[config.mk]
export PLATFORM = sky130hd
export DESIGN_NAME = esl_top
export DESIGN_NICKNAME = d
export VERILOG_FILES = /design/src/logic/esl_pkg.sv /design/src/logic/esl_sync.sv /design/src/logic/esl_top.sv
export SDC_FILE = /design/constraint.sdc
export NUM_CORES = 1
export LEC_CHECK = 0
export BUFFER_PORTS_ARGS = -buffer_cell sky130_fd_sc_hd__buf_2
export CORE_AREA = 2 2 145 147
export CTS_CLUSTER_DIAMETER = 200
export DETAILED_ROUTE_END_ITERATION = 8
export DIE_AREA = 0 0 147 149
export PLACE_DENSITY = 0.47
export RECOVER_POWER = 100
export REMOVE_ABC_BUFFERS = 1
export SYNTH_ARGS = -nofsm -noshare
export SYNTH_HDL_FRONTEND = slang
export SYNTH_SLANG_ARGS = --single-unit
[constraint.sdc]
create_clock -name mclk -period 4.2 [get_ports mclk]
set_input_delay 0 -clock mclk [delete_from_list [all_inputs] [get_ports mclk]]
set_output_delay 0 -clock mclk [all_outputs]
set_load 0.02 [all_outputs]
[src/logic/esl_pkg.sv]
// Constants and state types for the configuration self-load block
// Summary of operation
// [RL1] Channel block-enable overrides apply only while override-enable bit 7 is set.
// [RL2] Bits 6-0 enable blocks: all ones enables every block, all zeros disables.
// [RL3] Bias register bits 5-3 hold read/write bias current; 001 is recommended.
// [RL4] Self-load mode is entered only when the mode strap samples level L1.
// [RL5] The EEPROM load runs at most once after power-up, never again.
// [RL6] In primary mode stay idle until the load request goes low.
// [RL7] On request, become bus primary and read the EEPROM at address byte 0xA0.
// [RL8] After a successful read drive the load-complete output low.
// [RL9] Secondary register access stays available before, during and after loading.
// [RL10] A foreign primary touching registers during loading must support arbitration.
// [RL11] The EEPROM answers at address byte 0xA0 and runs at 400 kHz.
// [RL12] A 2 kb EEPROM of 256 bytes is recommended.
// [RL13] Tie the first device's load request low for automatic loading.
// [RL14] A microcontroller may instead drive the first load request low.
// [RL15] A supervisor may watch the last load-complete output, or leave it open.
// [RL16] With receiver detect disabled the device is interface agnostic.
// [RL17] In a chain each load-complete output feeds the next load request.
// [RL18] Loaded values act exactly like the same values written by the secondary bus.
package esl_pkg;

  // Register map
  localparam logic [7:0] REG_PD_OVR      = 8'h05;
  localparam logic [7:0] REG_BIAS        = 8'h06;
  localparam logic [7:0] PD_OVR_RST      = 8'h7f;
  localparam logic [7:0] BIAS_RST        = 8'h20;
  localparam int         OVR_EN_BIT      = 7;
  localparam int         DEV_EN_MSB      = 6;
  localparam int         BIAS_MSB        = 5;
  localparam int         BIAS_LSB        = 3;
  localparam logic [2:0] BIAS_BEST       = 3'h1;

  // Strap, EEPROM and bus constants
  localparam logic [1:0] MODE_L1         = 2'h1;
  localparam logic [7:0] EE_ADDR_WR      = 8'ha0;
  localparam logic [7:0] EE_ADDR_RD      = 8'ha1;
  localparam logic [7:0] EE_FIRST_WORD   = 8'h00;
  localparam logic [6:0] SEC_ADDR_DEF    = 7'h18;
  localparam int         LOAD_LEN_DEF    = 8;

  // Timing: primary runs no faster than 400 kHz, quarter bit rounded up
  localparam int         CLK_KHZ         = 50000;
  localparam int         BUS_MAX_KHZ     = 400;
  localparam int         QUARTER_CYC     = (CLK_KHZ + 4 * BUS_MAX_KHZ - 1) / (4 * BUS_MAX_KHZ);
  localparam logic [5:0] QUARTER_LAST    = 6'(QUARTER_CYC - 1);
  localparam logic [1:0] BOOT_SETTLE     = 2'h3;

  // Synchroniser lane layout and reset value (bus lines and request idle high)
  localparam int         SYNC_W          = 8;
  localparam logic [7:0] SYNC_RST        = 8'h23;

  typedef enum logic [2:0] {
    SLV_IDLE, SLV_ADDR, SLV_PTR, SLV_WR, SLV_ACK, SLV_RD, SLV_RACK, SLV_RDN
  } esl_slv_e;

  typedef enum logic [3:0] {
    MST_BOOT, MST_OFF, MST_IDLE, MST_FREE, MST_START, MST_RSTART, MST_BIT, MST_STOP, MST_DONE, MST_FAIL
  } esl_mst_e;

endpackage

[src/logic/esl_sync.sv]
// Two-stage synchroniser for a vector of asynchronous inputs
`timescale 1ns/1ps
module esl_sync #(
  parameter int         W   = 1,
  parameter logic [W-1:0] RST = '0
) (
  input  wire logic         mclk,
  input  wire logic         reset_n,
  input  wire logic [W-1:0] async_in,
  output logic      [W-1:0] sync_out
);

  logic [W-1:0] meta_q;
  logic [W-1:0] meta_d;
  logic [W-1:0] sync_d;

  // First stage feeds only the second stage
  always_comb
  begin
    meta_d = async_in;
    sync_d = meta_q;
  end

  always_ff @(posedge mclk or negedge reset_n)
  begin
    if (!reset_n)
    begin
      meta_q   <= RST;
      sync_out <= RST;
    end
    else
    begin
      meta_q   <= meta_d;
      sync_out <= sync_d;
    end
  end

endmodule // esl_sync

[src/logic/esl_top.sv]
// Self-load controller: two-wire secondary, EEPROM primary and channel registers
`timescale 1ns/1ps
module esl_top #(
  parameter logic [6:0] SEC_ADDR = esl_pkg::SEC_ADDR_DEF,
  parameter int         LOAD_LEN = esl_pkg::LOAD_LEN_DEF
) (
  input  wire logic       mclk,
  input  wire logic       reset_n,
  input  wire logic [1:0] mode_strap,
  input  wire logic       load_req_n,
  input  wire logic       power_down_input_a,
  input  wire logic       power_down_input_b,
  input  wire logic       rx_det_disable,
  input  wire logic       scl_i,
  output logic            scl_o,
  output logic            scl_oe,
  input  wire logic       sda_i,
  output logic            sda_o,
  output logic            sda_oe,
  output logic            load_done_n,
  output logic [6:0]      blk_en_a,
  output logic [6:0]      blk_en_b,
  output logic [2:0]      bias_ctrl,
  output logic            rx_det_en
);

  localparam logic [7:0] LAST_IDX = 8'(LOAD_LEN + 2);

  logic [7:0] sy;
  logic       scl, sda, req_n, pd_a, pd_b, rxd_off;
  logic [1:0] mode;

  esl_sync #(.W(esl_pkg::SYNC_W), .RST(esl_pkg::SYNC_RST)) esl_sync_inst (
    .mclk     (mclk),
    .reset_n  (reset_n),
    .async_in ({mode_strap, load_req_n, power_down_input_a, power_down_input_b, rx_det_disable, scl_i, sda_i}),
    .sync_out (sy)
  );

  assign {mode, req_n, pd_a, pd_b, rxd_off, scl, sda} = sy;

  // Bus line history and condition detection
  logic prev_scl_q, prev_sda_q, busy_q, busy_d;
  logic start_c, stop_c, scl_rise, scl_fall;

  assign start_c  = scl & prev_scl_q & prev_sda_q & ~sda;
  assign stop_c   = scl & prev_scl_q & ~prev_sda_q & sda;
  assign scl_rise = scl & ~prev_scl_q;
  assign scl_fall = ~scl & prev_scl_q;

  always_comb
  begin
    busy_d = busy_q;
    if (start_c)
      busy_d = 1'b1;
    else if (stop_c)
      busy_d = 1'b0;
  end

  always_ff @(posedge mclk or negedge reset_n)
  begin
    if (!reset_n)
    begin
      prev_scl_q <= 1'b1;
      prev_sda_q <= 1'b1;
      busy_q     <= 1'b0;
    end
    else
    begin
      prev_scl_q <= scl;
      prev_sda_q <= sda;
      busy_q     <= busy_d;
    end
  end

  // Channel registers; both bus roles share one write path
  logic [7:0] pd_ovr_q, pd_ovr_d, bias_q, bias_d;
  logic       s_we, m_we;
  logic [7:0] s_waddr, s_wdata, m_waddr, m_wdata;

  function automatic logic [7:0] reg_read(input logic [7:0] a, input logic [7:0] ovr, input logic [7:0] bi);
    case (a)
      esl_pkg::REG_PD_OVR: reg_read = ovr;
      esl_pkg::REG_BIAS:   reg_read = bi;
      default:             reg_read = 8'h00;
    endcase
  endfunction

  // Secondary write applied last so it wins a same-cycle collision
  always_comb
  begin
    pd_ovr_d = pd_ovr_q;
    bias_d   = bias_q;
    if (m_we && m_waddr == esl_pkg::REG_PD_OVR)
      pd_ovr_d = m_wdata;                          // [RL18]
    if (m_we && m_waddr == esl_pkg::REG_BIAS)
      bias_d = m_wdata;                            // [RL18]
    if (s_we && s_waddr == esl_pkg::REG_PD_OVR)
      pd_ovr_d = s_wdata;
    if (s_we && s_waddr == esl_pkg::REG_BIAS)
      bias_d = s_wdata;                            // [RL3]
  end

  always_ff @(posedge mclk or negedge reset_n)
  begin
    if (!reset_n)
    begin
      pd_ovr_q <= esl_pkg::PD_OVR_RST;
      bias_q   <= esl_pkg::BIAS_RST;
    end
    else
    begin
      pd_ovr_q <= pd_ovr_d;
      bias_q   <= bias_d;
    end
  end

  // Secondary engine: answers at SEC_ADDR at any time, even mid-load
  esl_pkg::esl_slv_e s_state_q, s_state_d, s_tgt_q, s_tgt_d;
  logic [7:0] s_shift_q, s_shift_d, s_ptr_q, s_ptr_d, s_byte;
  logic [2:0] s_bits_q, s_bits_d;
  logic       s_low_q, s_low_d;

  assign s_byte = {s_shift_q[6:0], sda};

  always_comb
  begin
    s_state_d = s_state_q;
    s_tgt_d   = s_tgt_q;
    s_shift_d = s_shift_q;
    s_ptr_d   = s_ptr_q;
    s_bits_d  = s_bits_q;
    s_low_d   = s_low_q;
    s_we      = 1'b0;
    s_waddr   = s_ptr_q;
    s_wdata   = s_byte;
    if (start_c)
    begin
      s_state_d = esl_pkg::SLV_ADDR;                // [RL9]
      s_bits_d  = 3'h0;
      s_low_d   = 1'b0;
    end
    else if (stop_c)
    begin
      s_state_d = esl_pkg::SLV_IDLE;
      s_low_d   = 1'b0;
    end
    else
      case (s_state_q)
        esl_pkg::SLV_ADDR, esl_pkg::SLV_PTR, esl_pkg::SLV_WR:
          if (scl_rise)
          begin
            s_shift_d = s_byte;
            s_bits_d  = s_bits_q + 3'h1;
            if (s_bits_q == 3'h7)
            begin
              s_state_d = esl_pkg::SLV_ACK;
              if (s_state_q == esl_pkg::SLV_ADDR)
              begin
                if (s_byte[7:1] != SEC_ADDR)
                  s_state_d = esl_pkg::SLV_IDLE;  // Not ours, stay silent
                s_tgt_d = s_byte[0] ? esl_pkg::SLV_RDN : esl_pkg::SLV_PTR;
              end
              else if (s_state_q == esl_pkg::SLV_PTR)
              begin
                s_ptr_d = s_byte;
                s_tgt_d = esl_pkg::SLV_WR;
              end
              else
              begin
                s_we    = 1'b1;
                s_ptr_d = s_ptr_q + 8'h01;
                s_tgt_d = esl_pkg::SLV_WR;
              end
            end
          end
        esl_pkg::SLV_ACK:
          if (scl_fall)
          begin
            if (!s_low_q)
              s_low_d = 1'b1;
            else if (s_tgt_q == esl_pkg::SLV_RDN)
            begin
              s_shift_d = reg_read(s_ptr_q, pd_ovr_q, bias_q);
              s_low_d   = ~s_shift_d[7];
              s_bits_d  = 3'h0;
              s_state_d = esl_pkg::SLV_RD;
            end
            else
            begin
              s_low_d   = 1'b0;
              s_bits_d  = 3'h0;
              s_state_d = s_tgt_q;
            end
          end
        esl_pkg::SLV_RD:
          if (scl_fall)
          begin
            s_bits_d = s_bits_q + 3'h1;
            if (s_bits_q == 3'h7)
            begin
              s_low_d   = 1'b0;
              s_state_d = esl_pkg::SLV_RACK;
            end
            else
            begin
              s_shift_d = {s_shift_q[6:0], 1'b0};
              s_low_d   = ~s_shift_q[6];
            end
          end
        esl_pkg::SLV_RACK:
          if (scl_rise)
          begin
            if (sda)
              s_state_d = esl_pkg::SLV_IDLE;        // Primary ended the read
            else
            begin
              s_ptr_d   = s_ptr_q + 8'h01;
              s_state_d = esl_pkg::SLV_RDN;
            end
          end
        esl_pkg::SLV_RDN:
          if (scl_fall)
          begin
            s_shift_d = reg_read(s_ptr_q, pd_ovr_q, bias_q);
            s_low_d   = ~s_shift_d[7];
            s_bits_d  = 3'h0;
            s_state_d = esl_pkg::SLV_RD;
          end
        default: s_state_d = s_state_q;
      endcase
  end

  always_ff @(posedge mclk or negedge reset_n)
  begin
    if (!reset_n)
    begin
      s_state_q <= esl_pkg::SLV_IDLE;
      s_tgt_q   <= esl_pkg::SLV_PTR;
      s_shift_q <= 8'h00;
      s_ptr_q   <= 8'h00;
      s_bits_q  <= 3'h0;
      s_low_q   <= 1'b0;
    end
    else
    begin
      s_state_q <= s_state_d;
      s_tgt_q   <= s_tgt_d;
      s_shift_q <= s_shift_d;
      s_ptr_q   <= s_ptr_d;
      s_bits_q  <= s_bits_d;
      s_low_q   <= s_low_d;
    end
  end

  // Primary engine: one EEPROM read after power-up, quarter-bit sequenced
  esl_pkg::esl_mst_e m_state_q, m_state_d;
  logic [5:0] m_q_q, m_q_d;
  logic [1:0] m_ph_q, m_ph_d, boot_q, boot_d;
  logic [3:0] m_bits_q, m_bits_d;
  logic [7:0] m_idx_q, m_idx_d, m_shift_q, m_shift_d;
  logic       m_scl_low_q, m_scl_low_d, m_sda_low_q, m_sda_low_d, m_ok_q, m_ok_d;
  logic       tick, m_rd;

  // A released clock held low by another party stretches the quarter
  assign tick = (m_q_q == esl_pkg::QUARTER_LAST) && (m_scl_low_q || scl);
  assign m_rd = (m_idx_q > 8'h02);

  always_comb
  begin
    m_state_d   = m_state_q;
    m_q_d       = (tick || (!m_scl_low_q && !scl)) ? 6'h00 : m_q_q + 6'h01;
    m_ph_d      = m_ph_q;
    boot_d      = boot_q;
    m_bits_d    = m_bits_q;
    m_idx_d     = m_idx_q;
    m_shift_d   = m_shift_q;
    m_scl_low_d = m_scl_low_q;
    m_sda_low_d = m_sda_low_q;
    m_ok_d      = m_ok_q;
    m_we        = 1'b0;
    m_waddr     = m_idx_q - 8'h03;
    m_wdata     = m_shift_q;
    case (m_state_q)
      esl_pkg::MST_BOOT:
        if (boot_q == esl_pkg::BOOT_SETTLE)
          m_state_d = (mode == esl_pkg::MODE_L1) ? esl_pkg::MST_IDLE : esl_pkg::MST_OFF; // [RL4]
        else
          boot_d = boot_q + 2'h1;
      esl_pkg::MST_IDLE:
        if (!req_n)
          m_state_d = esl_pkg::MST_FREE;            // [RL6] [RL17]
      esl_pkg::MST_FREE:
      begin
        m_scl_low_d = 1'b0;
        m_sda_low_d = 1'b0;
        m_idx_d     = 8'h00;
        m_ph_d      = 2'h0;
        if (!busy_q && scl && sda && tick)
          m_state_d = esl_pkg::MST_START;
      end
      esl_pkg::MST_START:
        if (tick)
        begin
          if (m_ph_q == 2'h0)
          begin
            m_sda_low_d = 1'b1;
            m_ph_d      = 2'h1;
          end
          else
          begin
            m_scl_low_d = 1'b1;
            m_ph_d      = 2'h0;
            m_bits_d    = 4'h0;
            m_shift_d   = esl_pkg::EE_ADDR_WR;      // [RL7]
            m_state_d   = esl_pkg::MST_BIT;
          end
        end
      esl_pkg::MST_RSTART:
        if (tick)
        begin
          m_ph_d = m_ph_q + 2'h1;
          case (m_ph_q)
            2'h0: m_sda_low_d = 1'b0;
            2'h1: m_scl_low_d = 1'b0;
            2'h2: m_sda_low_d = 1'b1;
            default:
            begin
              m_scl_low_d = 1'b1;
              m_bits_d    = 4'h0;
              m_shift_d   = esl_pkg::EE_ADDR_RD;
              m_state_d   = esl_pkg::MST_BIT;
            end
          endcase
        end
      esl_pkg::MST_BIT:
        if (tick)
        begin
          m_ph_d = m_ph_q + 2'h1;
          case (m_ph_q)
            2'h0:
              if (m_bits_q == 4'h8)
                m_sda_low_d = m_rd && (m_idx_q != LAST_IDX);   // Nack ends the read
              else
                m_sda_low_d = !m_rd && !m_shift_q[7];
            2'h1: m_scl_low_d = 1'b0;
            2'h2:
              if (m_bits_q != 4'h8)
              begin
                if (!m_rd && !m_sda_low_q && !sda)
                begin
                  m_scl_low_d = 1'b0;                // Lost the bus, retry the load [RL10]
                  m_sda_low_d = 1'b0;
                  m_state_d   = esl_pkg::MST_FREE;
                end
                m_shift_d = {m_shift_q[6:0], sda};
              end
              else if (!m_rd && sda)
                m_ok_d = 1'b0;                     // EEPROM did not acknowledge
            default:
            begin
              m_scl_low_d = 1'b1;
              m_bits_d    = m_bits_q + 4'h1;
              if (m_bits_q == 4'h8)
              begin
                m_bits_d  = 4'h0;
                m_we      = m_rd;                  // [RL18]
                m_idx_d   = m_idx_q + 8'h01;
                m_shift_d = esl_pkg::EE_FIRST_WORD;
                if (!m_ok_q || m_idx_q == LAST_IDX)
                  m_state_d = esl_pkg::MST_STOP;
                else if (m_idx_q == 8'h01)
                  m_state_d = esl_pkg::MST_RSTART;
              end
            end
          endcase
        end
      esl_pkg::MST_STOP:
        if (tick)
        begin
          m_ph_d = m_ph_q + 2'h1;
          case (m_ph_q)
            2'h0: m_sda_low_d = 1'b1;
            2'h1: m_scl_low_d = 1'b0;
            2'h2:
            begin
              m_sda_low_d = 1'b0;
              m_state_d   = m_ok_q ? esl_pkg::MST_DONE : esl_pkg::MST_FAIL; // [RL8]
            end
            default: m_ph_d = 2'h0;
          endcase
        end
      // Done, fail and off are terminal: no second load after power-up
      esl_pkg::MST_DONE, esl_pkg::MST_FAIL, esl_pkg::MST_OFF:
        m_state_d = m_state_q;                     // [RL5]
      default: m_state_d = esl_pkg::MST_FAIL;
    endcase
  end

  always_ff @(posedge mclk or negedge reset_n)
  begin
    if (!reset_n)
    begin
      m_state_q   <= esl_pkg::MST_BOOT;
      m_q_q       <= 6'h00;
      m_ph_q      <= 2'h0;
      boot_q      <= 2'h0;
      m_bits_q    <= 4'h0;
      m_idx_q     <= 8'h00;
      m_shift_q   <= 8'h00;
      m_scl_low_q <= 1'b0;
      m_sda_low_q <= 1'b0;
      m_ok_q      <= 1'b1;
    end
    else
    begin
      m_state_q   <= m_state_d;
      m_q_q       <= m_q_d;
      m_ph_q      <= m_ph_d;
      boot_q      <= boot_d;
      m_bits_q    <= m_bits_d;
      m_idx_q     <= m_idx_d;
      m_shift_q   <= m_shift_d;
      m_scl_low_q <= m_scl_low_d;
      m_sda_low_q <= m_sda_low_d;
      m_ok_q      <= m_ok_d;
    end
  end

  // Registered pin drives and channel controls
  logic [6:0] blk_a_d, blk_b_d;

  always_comb
  begin
    if (pd_ovr_q[esl_pkg::OVR_EN_BIT])
    begin
      blk_a_d = pd_ovr_q[esl_pkg::DEV_EN_MSB:0];   // [RL1] [RL2]
      blk_b_d = pd_ovr_q[esl_pkg::DEV_EN_MSB:0];
    end
    else
    begin
      blk_a_d = {7{~pd_a}};                        // [RL1]
      blk_b_d = {7{~pd_b}};
    end
  end

  always_ff @(posedge mclk or negedge reset_n)
  begin
    if (!reset_n)
    begin
      scl_o       <= 1'b0;
      sda_o       <= 1'b0;
      scl_oe      <= 1'b0;
      sda_oe      <= 1'b0;
      load_done_n <= 1'b1;
      blk_en_a    <= 7'h00;
      blk_en_b    <= 7'h00;
      bias_ctrl   <= 3'h0;
      rx_det_en   <= 1'b0;
    end
    else
    begin
      scl_o       <= 1'b0;
      sda_o       <= 1'b0;
      scl_oe      <= m_scl_low_q;
      sda_oe      <= m_sda_low_q | s_low_q;        // Both roles share the open-drain line [RL9]
      load_done_n <= (m_state_q != esl_pkg::MST_DONE); // [RL8]
      blk_en_a    <= blk_a_d;
      blk_en_b    <= blk_b_d;
      bias_ctrl   <= bias_q[esl_pkg::BIAS_MSB:esl_pkg::BIAS_LSB]; // [RL3]
      rx_det_en   <= ~rxd_off;                      // [RL16]
    end
  end

endmodule // esl_top

==> impl_metrics.yaml <==
status:
  status: "finished, violations left"
  violations: "capacitance limit, slew limit"
place:
  portBuffers: 30
  hpwl_mm: 9.653
  globalplace.congestion: 0.8391
timing:
  slew_headroom: -0.3648
  clock_skew_ps: 7.483
  period_minus_slack_ps: 2638
  timing.final.crit_share: 0.6282
  grt_setup_unrepaired: "no"
  tns_ps: 0
  slew_violations: 83
  finalSetupViolations: 0
  hold_viol: 0
  fmax_mhz: 379.0
  worstMarginPinSlew_ps: 2047
worst_setup_path:
  ff2ff_path_depth: 7
  cp-end-kind: "register"
  timing.rr.start: "m_state_q[0]$_DFFE_PN0P_"
  worstPathArrival_ps: 2920
  crit_family: "flip-flops"
  path_depth: 7
  crit_type: "register to register"
  max_stage_delay_ps: 770
  path_max_fanout: 24
  crit_path_cell_trace: "nor4bb_1, clkbuf_1, a21oi_1, a21oi_1, nand4_1, xor2_1, nor2_1"
  critPathBufInv: 1
  crit_top_cell: "a21oi_1"
  worstSetupStartpointType: "register"
  cp_slowest_cell: "dfrtp_1"
  worst-r2r-setup-slack_ps: 1560
  required_ps: 4480
  r2r-end: "m_idx_q[6]$_DFFE_PN0P_"
  critPathLaunch: "m_state_q[0]$_DFFE_PN0P_"
  cp-endpoint: "m_idx_q[6]$_DFFE_PN0P_"
synthesis:
  async_flop_share: 1.000
  synth_cell_types: 71
  syn_area_per_cell_sq_um: 9.608
  synth_area_leader_cell: "dfrtp_1"
  yosys-top-cells-count: "dfrtp_1, nor2_1, nand2_1, a21oi_1, o21ai_0"
  synthXorXnorAreaFrac: 0.01747
  ys_seq_elements: 117
  synth.area.top_cells: "dfrtp_1, dfstp_2, nor2_1, a21oi_1, ha_1"
  synthSimpleGateAreaFrac: 0.1831
  synthAdderAreaFrac: 0.03537
  synthMuxAreaShare: 0.03578
  yosys_warnings: 0
  synth_top_area_frac: 0.4119
  synth_edf_count: 0
  synth_compound_area_frac: 0.1947
  syn_inst: 626
  synth_top_family_by_area: "compound AO/OA/AOI/OAI gates"
  seq_area_frac_synth: 0.4905
  syn-cell-area_sq_um: 6015
  synth_most_common_cell: "dfrtp_1"
  ys.flop_type: "dfrtp_1"
finish:
  antenna_cells: 0
  fin_nets: 678
  fill_cells: 2129
  drive_above_1_share: 0.1009
  fin_util: 0.3425
  areaGrowthSynthToFinish_pct: 17.06
route:
  final_antenna_net_count: 0
  drc_errors: 0
  wl_per_cell_um: 15.06
  drt_iter0_drc: 371
  via_per_inst: 4.996
  vias: 4691
  wl_mm: 14.14
  drt_pre_antenna_iters: 5
global_routing:
  antenna_found_initial: 0
  grt-ovfl-total: 0
  grt_pass1_wl_mm: 23.91
  grt_pass1_vias: 4685
  grt.total_usage: 0.1365
  grt_max_degree: 83
flow_run:
  drv_cap: 1
floorplan:
  die_y_um: 149
  num_rows: 53
  initial_core_util: 0.2926
  io_pins: 33
  core_area_sq_um: 20560
  fp.dieW_um: 147
  die_area_sq_um: 21900
clock_network:
  cts_setup_buffers: 0
  cts_root_buf: "clkbuf_16"
  h-tree-depth: 4
  clk_pin_slew_ps: 60
  numCtsBuffers: 17
  cts_sinks: 117
  cts_resized: 0
  clk_latency_ps: 420
  cts_tree: "done"
  clockBufferDepth: 2
worst_hold_path:
  hold_class: "primary input to register"
  hold-path-cell-count: 2
power_and_ir_drop:
  p_leak_nw: 3.075
  power_density_nw_per_um2: 491.1
  max-vdd-ir-drop_mv: 0.3586
-- worst min-delay path by stage --
stage | startpoint | endpoint | slack [ps]
detailed placement | power_down_input_b | esl_sync_inst.meta_q[3]$_DFF_PN0_ | 110
global placement | load_req_n | esl_sync_inst.meta_q[5]$_DFF_PN1_ | 110
CTS | mode_strap[1] | esl_sync_inst.meta_q[7]$_DFF_PN0_ | 200
floorplan | reset_n | bias_ctrl[0]$_DFF_PN0_ | -300
finish | mode_strap[0] | esl_sync_inst.meta_q[6]$_DFF_PN0_ | 230
global route | mode_strap[0] | esl_sync_inst.meta_q[6]$_DFF_PN0_ | 210
-- metrics by stage --
| stage | area, sq um | setup slack (ps) | hold slack (ps) | power, mW | std cells |
|---|---|---|---|---|---|
| 3_5_place_dp | 6365 | 1624 | 110.1 | 1.939 | 898 |
| 3_3_place_gp | 6365 | 1683 | 107.7 | 1.932 | 898 |
| 6_report | 7041 | 1562 | 228.3 | 3.457 | 939 |
| 2_1_floorplan | 5853 | 1649 | -295.6 | 1.744 | 591 |
| 5_1_grt | 7041 | 1177 | 208.6 | 3.645 | 939 |
| 4_1_cts | 7086 | 1627 | 197.5 | 3.519 | 939 |
-- cell type report --
class                      instances  area, sq um  share of cell area
clock buffer                      18        429.2             0.06096
clock inverter                    14        201.4             0.02861
inverter                          24        90.09             0.01280
multi-input combinational        450         2803              0.3981
sequential                       117         2950              0.4191
tap                              275        344.1             0.04887
timing repair buffer              41        222.7             0.03163
-- cell families after synthesis --
family                     after synthesis
AOI/OAI and AO/OA                      178
xor gates and xnor gates                12
adders and majority gates               17
buffers and inverters                   60
DFF                                    117
muxes                                   21
other                                    1
and+or+nand+nor                        220
-- metal layers --
metal,vias to the layer above,GRT usage,share of wire
li1,2283,-,-
met1,2318,0.1780,0.47
met2,77,0.2261,0.49
met3,13,0.03180,0.030
met4,0,0.04327,0.011
met5,-,0,0
-- state kept, by name, indices dropped and copies added (netlist names), 6 cells and up --
| register | cells |
|---|---|
| esl_sync_inst.sync_out | 8 |
| pd_ovr_q | 8 |
| s_shift_q | 7 |
| blk_en_a | 7 |
| m_shift_q | 8 |
| s_ptr_q | 8 |
| blk_en_b | 7 |
| esl_sync_inst.meta_q | 8 |
| m_q_q | 6 |
| m_idx_q | 8 |
| bias_q | 8 |
-- what timing repair did --
item | 4_1_cts | 5_1_grt
hold endpoints to repair | 76 | 0
hold buffers | 9 | 0
endpoints found under the setup margin | 0 | 0
-- placed cells by master (no fill, tap or decap), types with 6 or more instances in the layout --
cell type	n
buf_2	8
nand4_1	9
nor3_1	6
dfstp_2	15
nor2b_1	10
ha_1	17
a221oi_1	8
nand2b_1	10
nand2_1	52
o21ai_1	6
a31oi_1	7
mux2i_1	17
dlygate4sd3_1	9
dfrtp_1	99
a21o_1	10
clkbuf_1	23
nor2_1	74
and3_1	8
o21ai_0	38
xor2_1	7
o22ai_1	6
a21oi_1	50
nand3_1	21
inv_1	24
clkbuf_16	17
o31ai_1	13
-- power breakdown --
group,switching [mW],internal (mW),total (mW)
Sequential,0.190,1.24,1.43
Clock,0.545,0.999,1.54
Combinational,0.290,0.196,0.486
(Power assumes the default switching activity.)
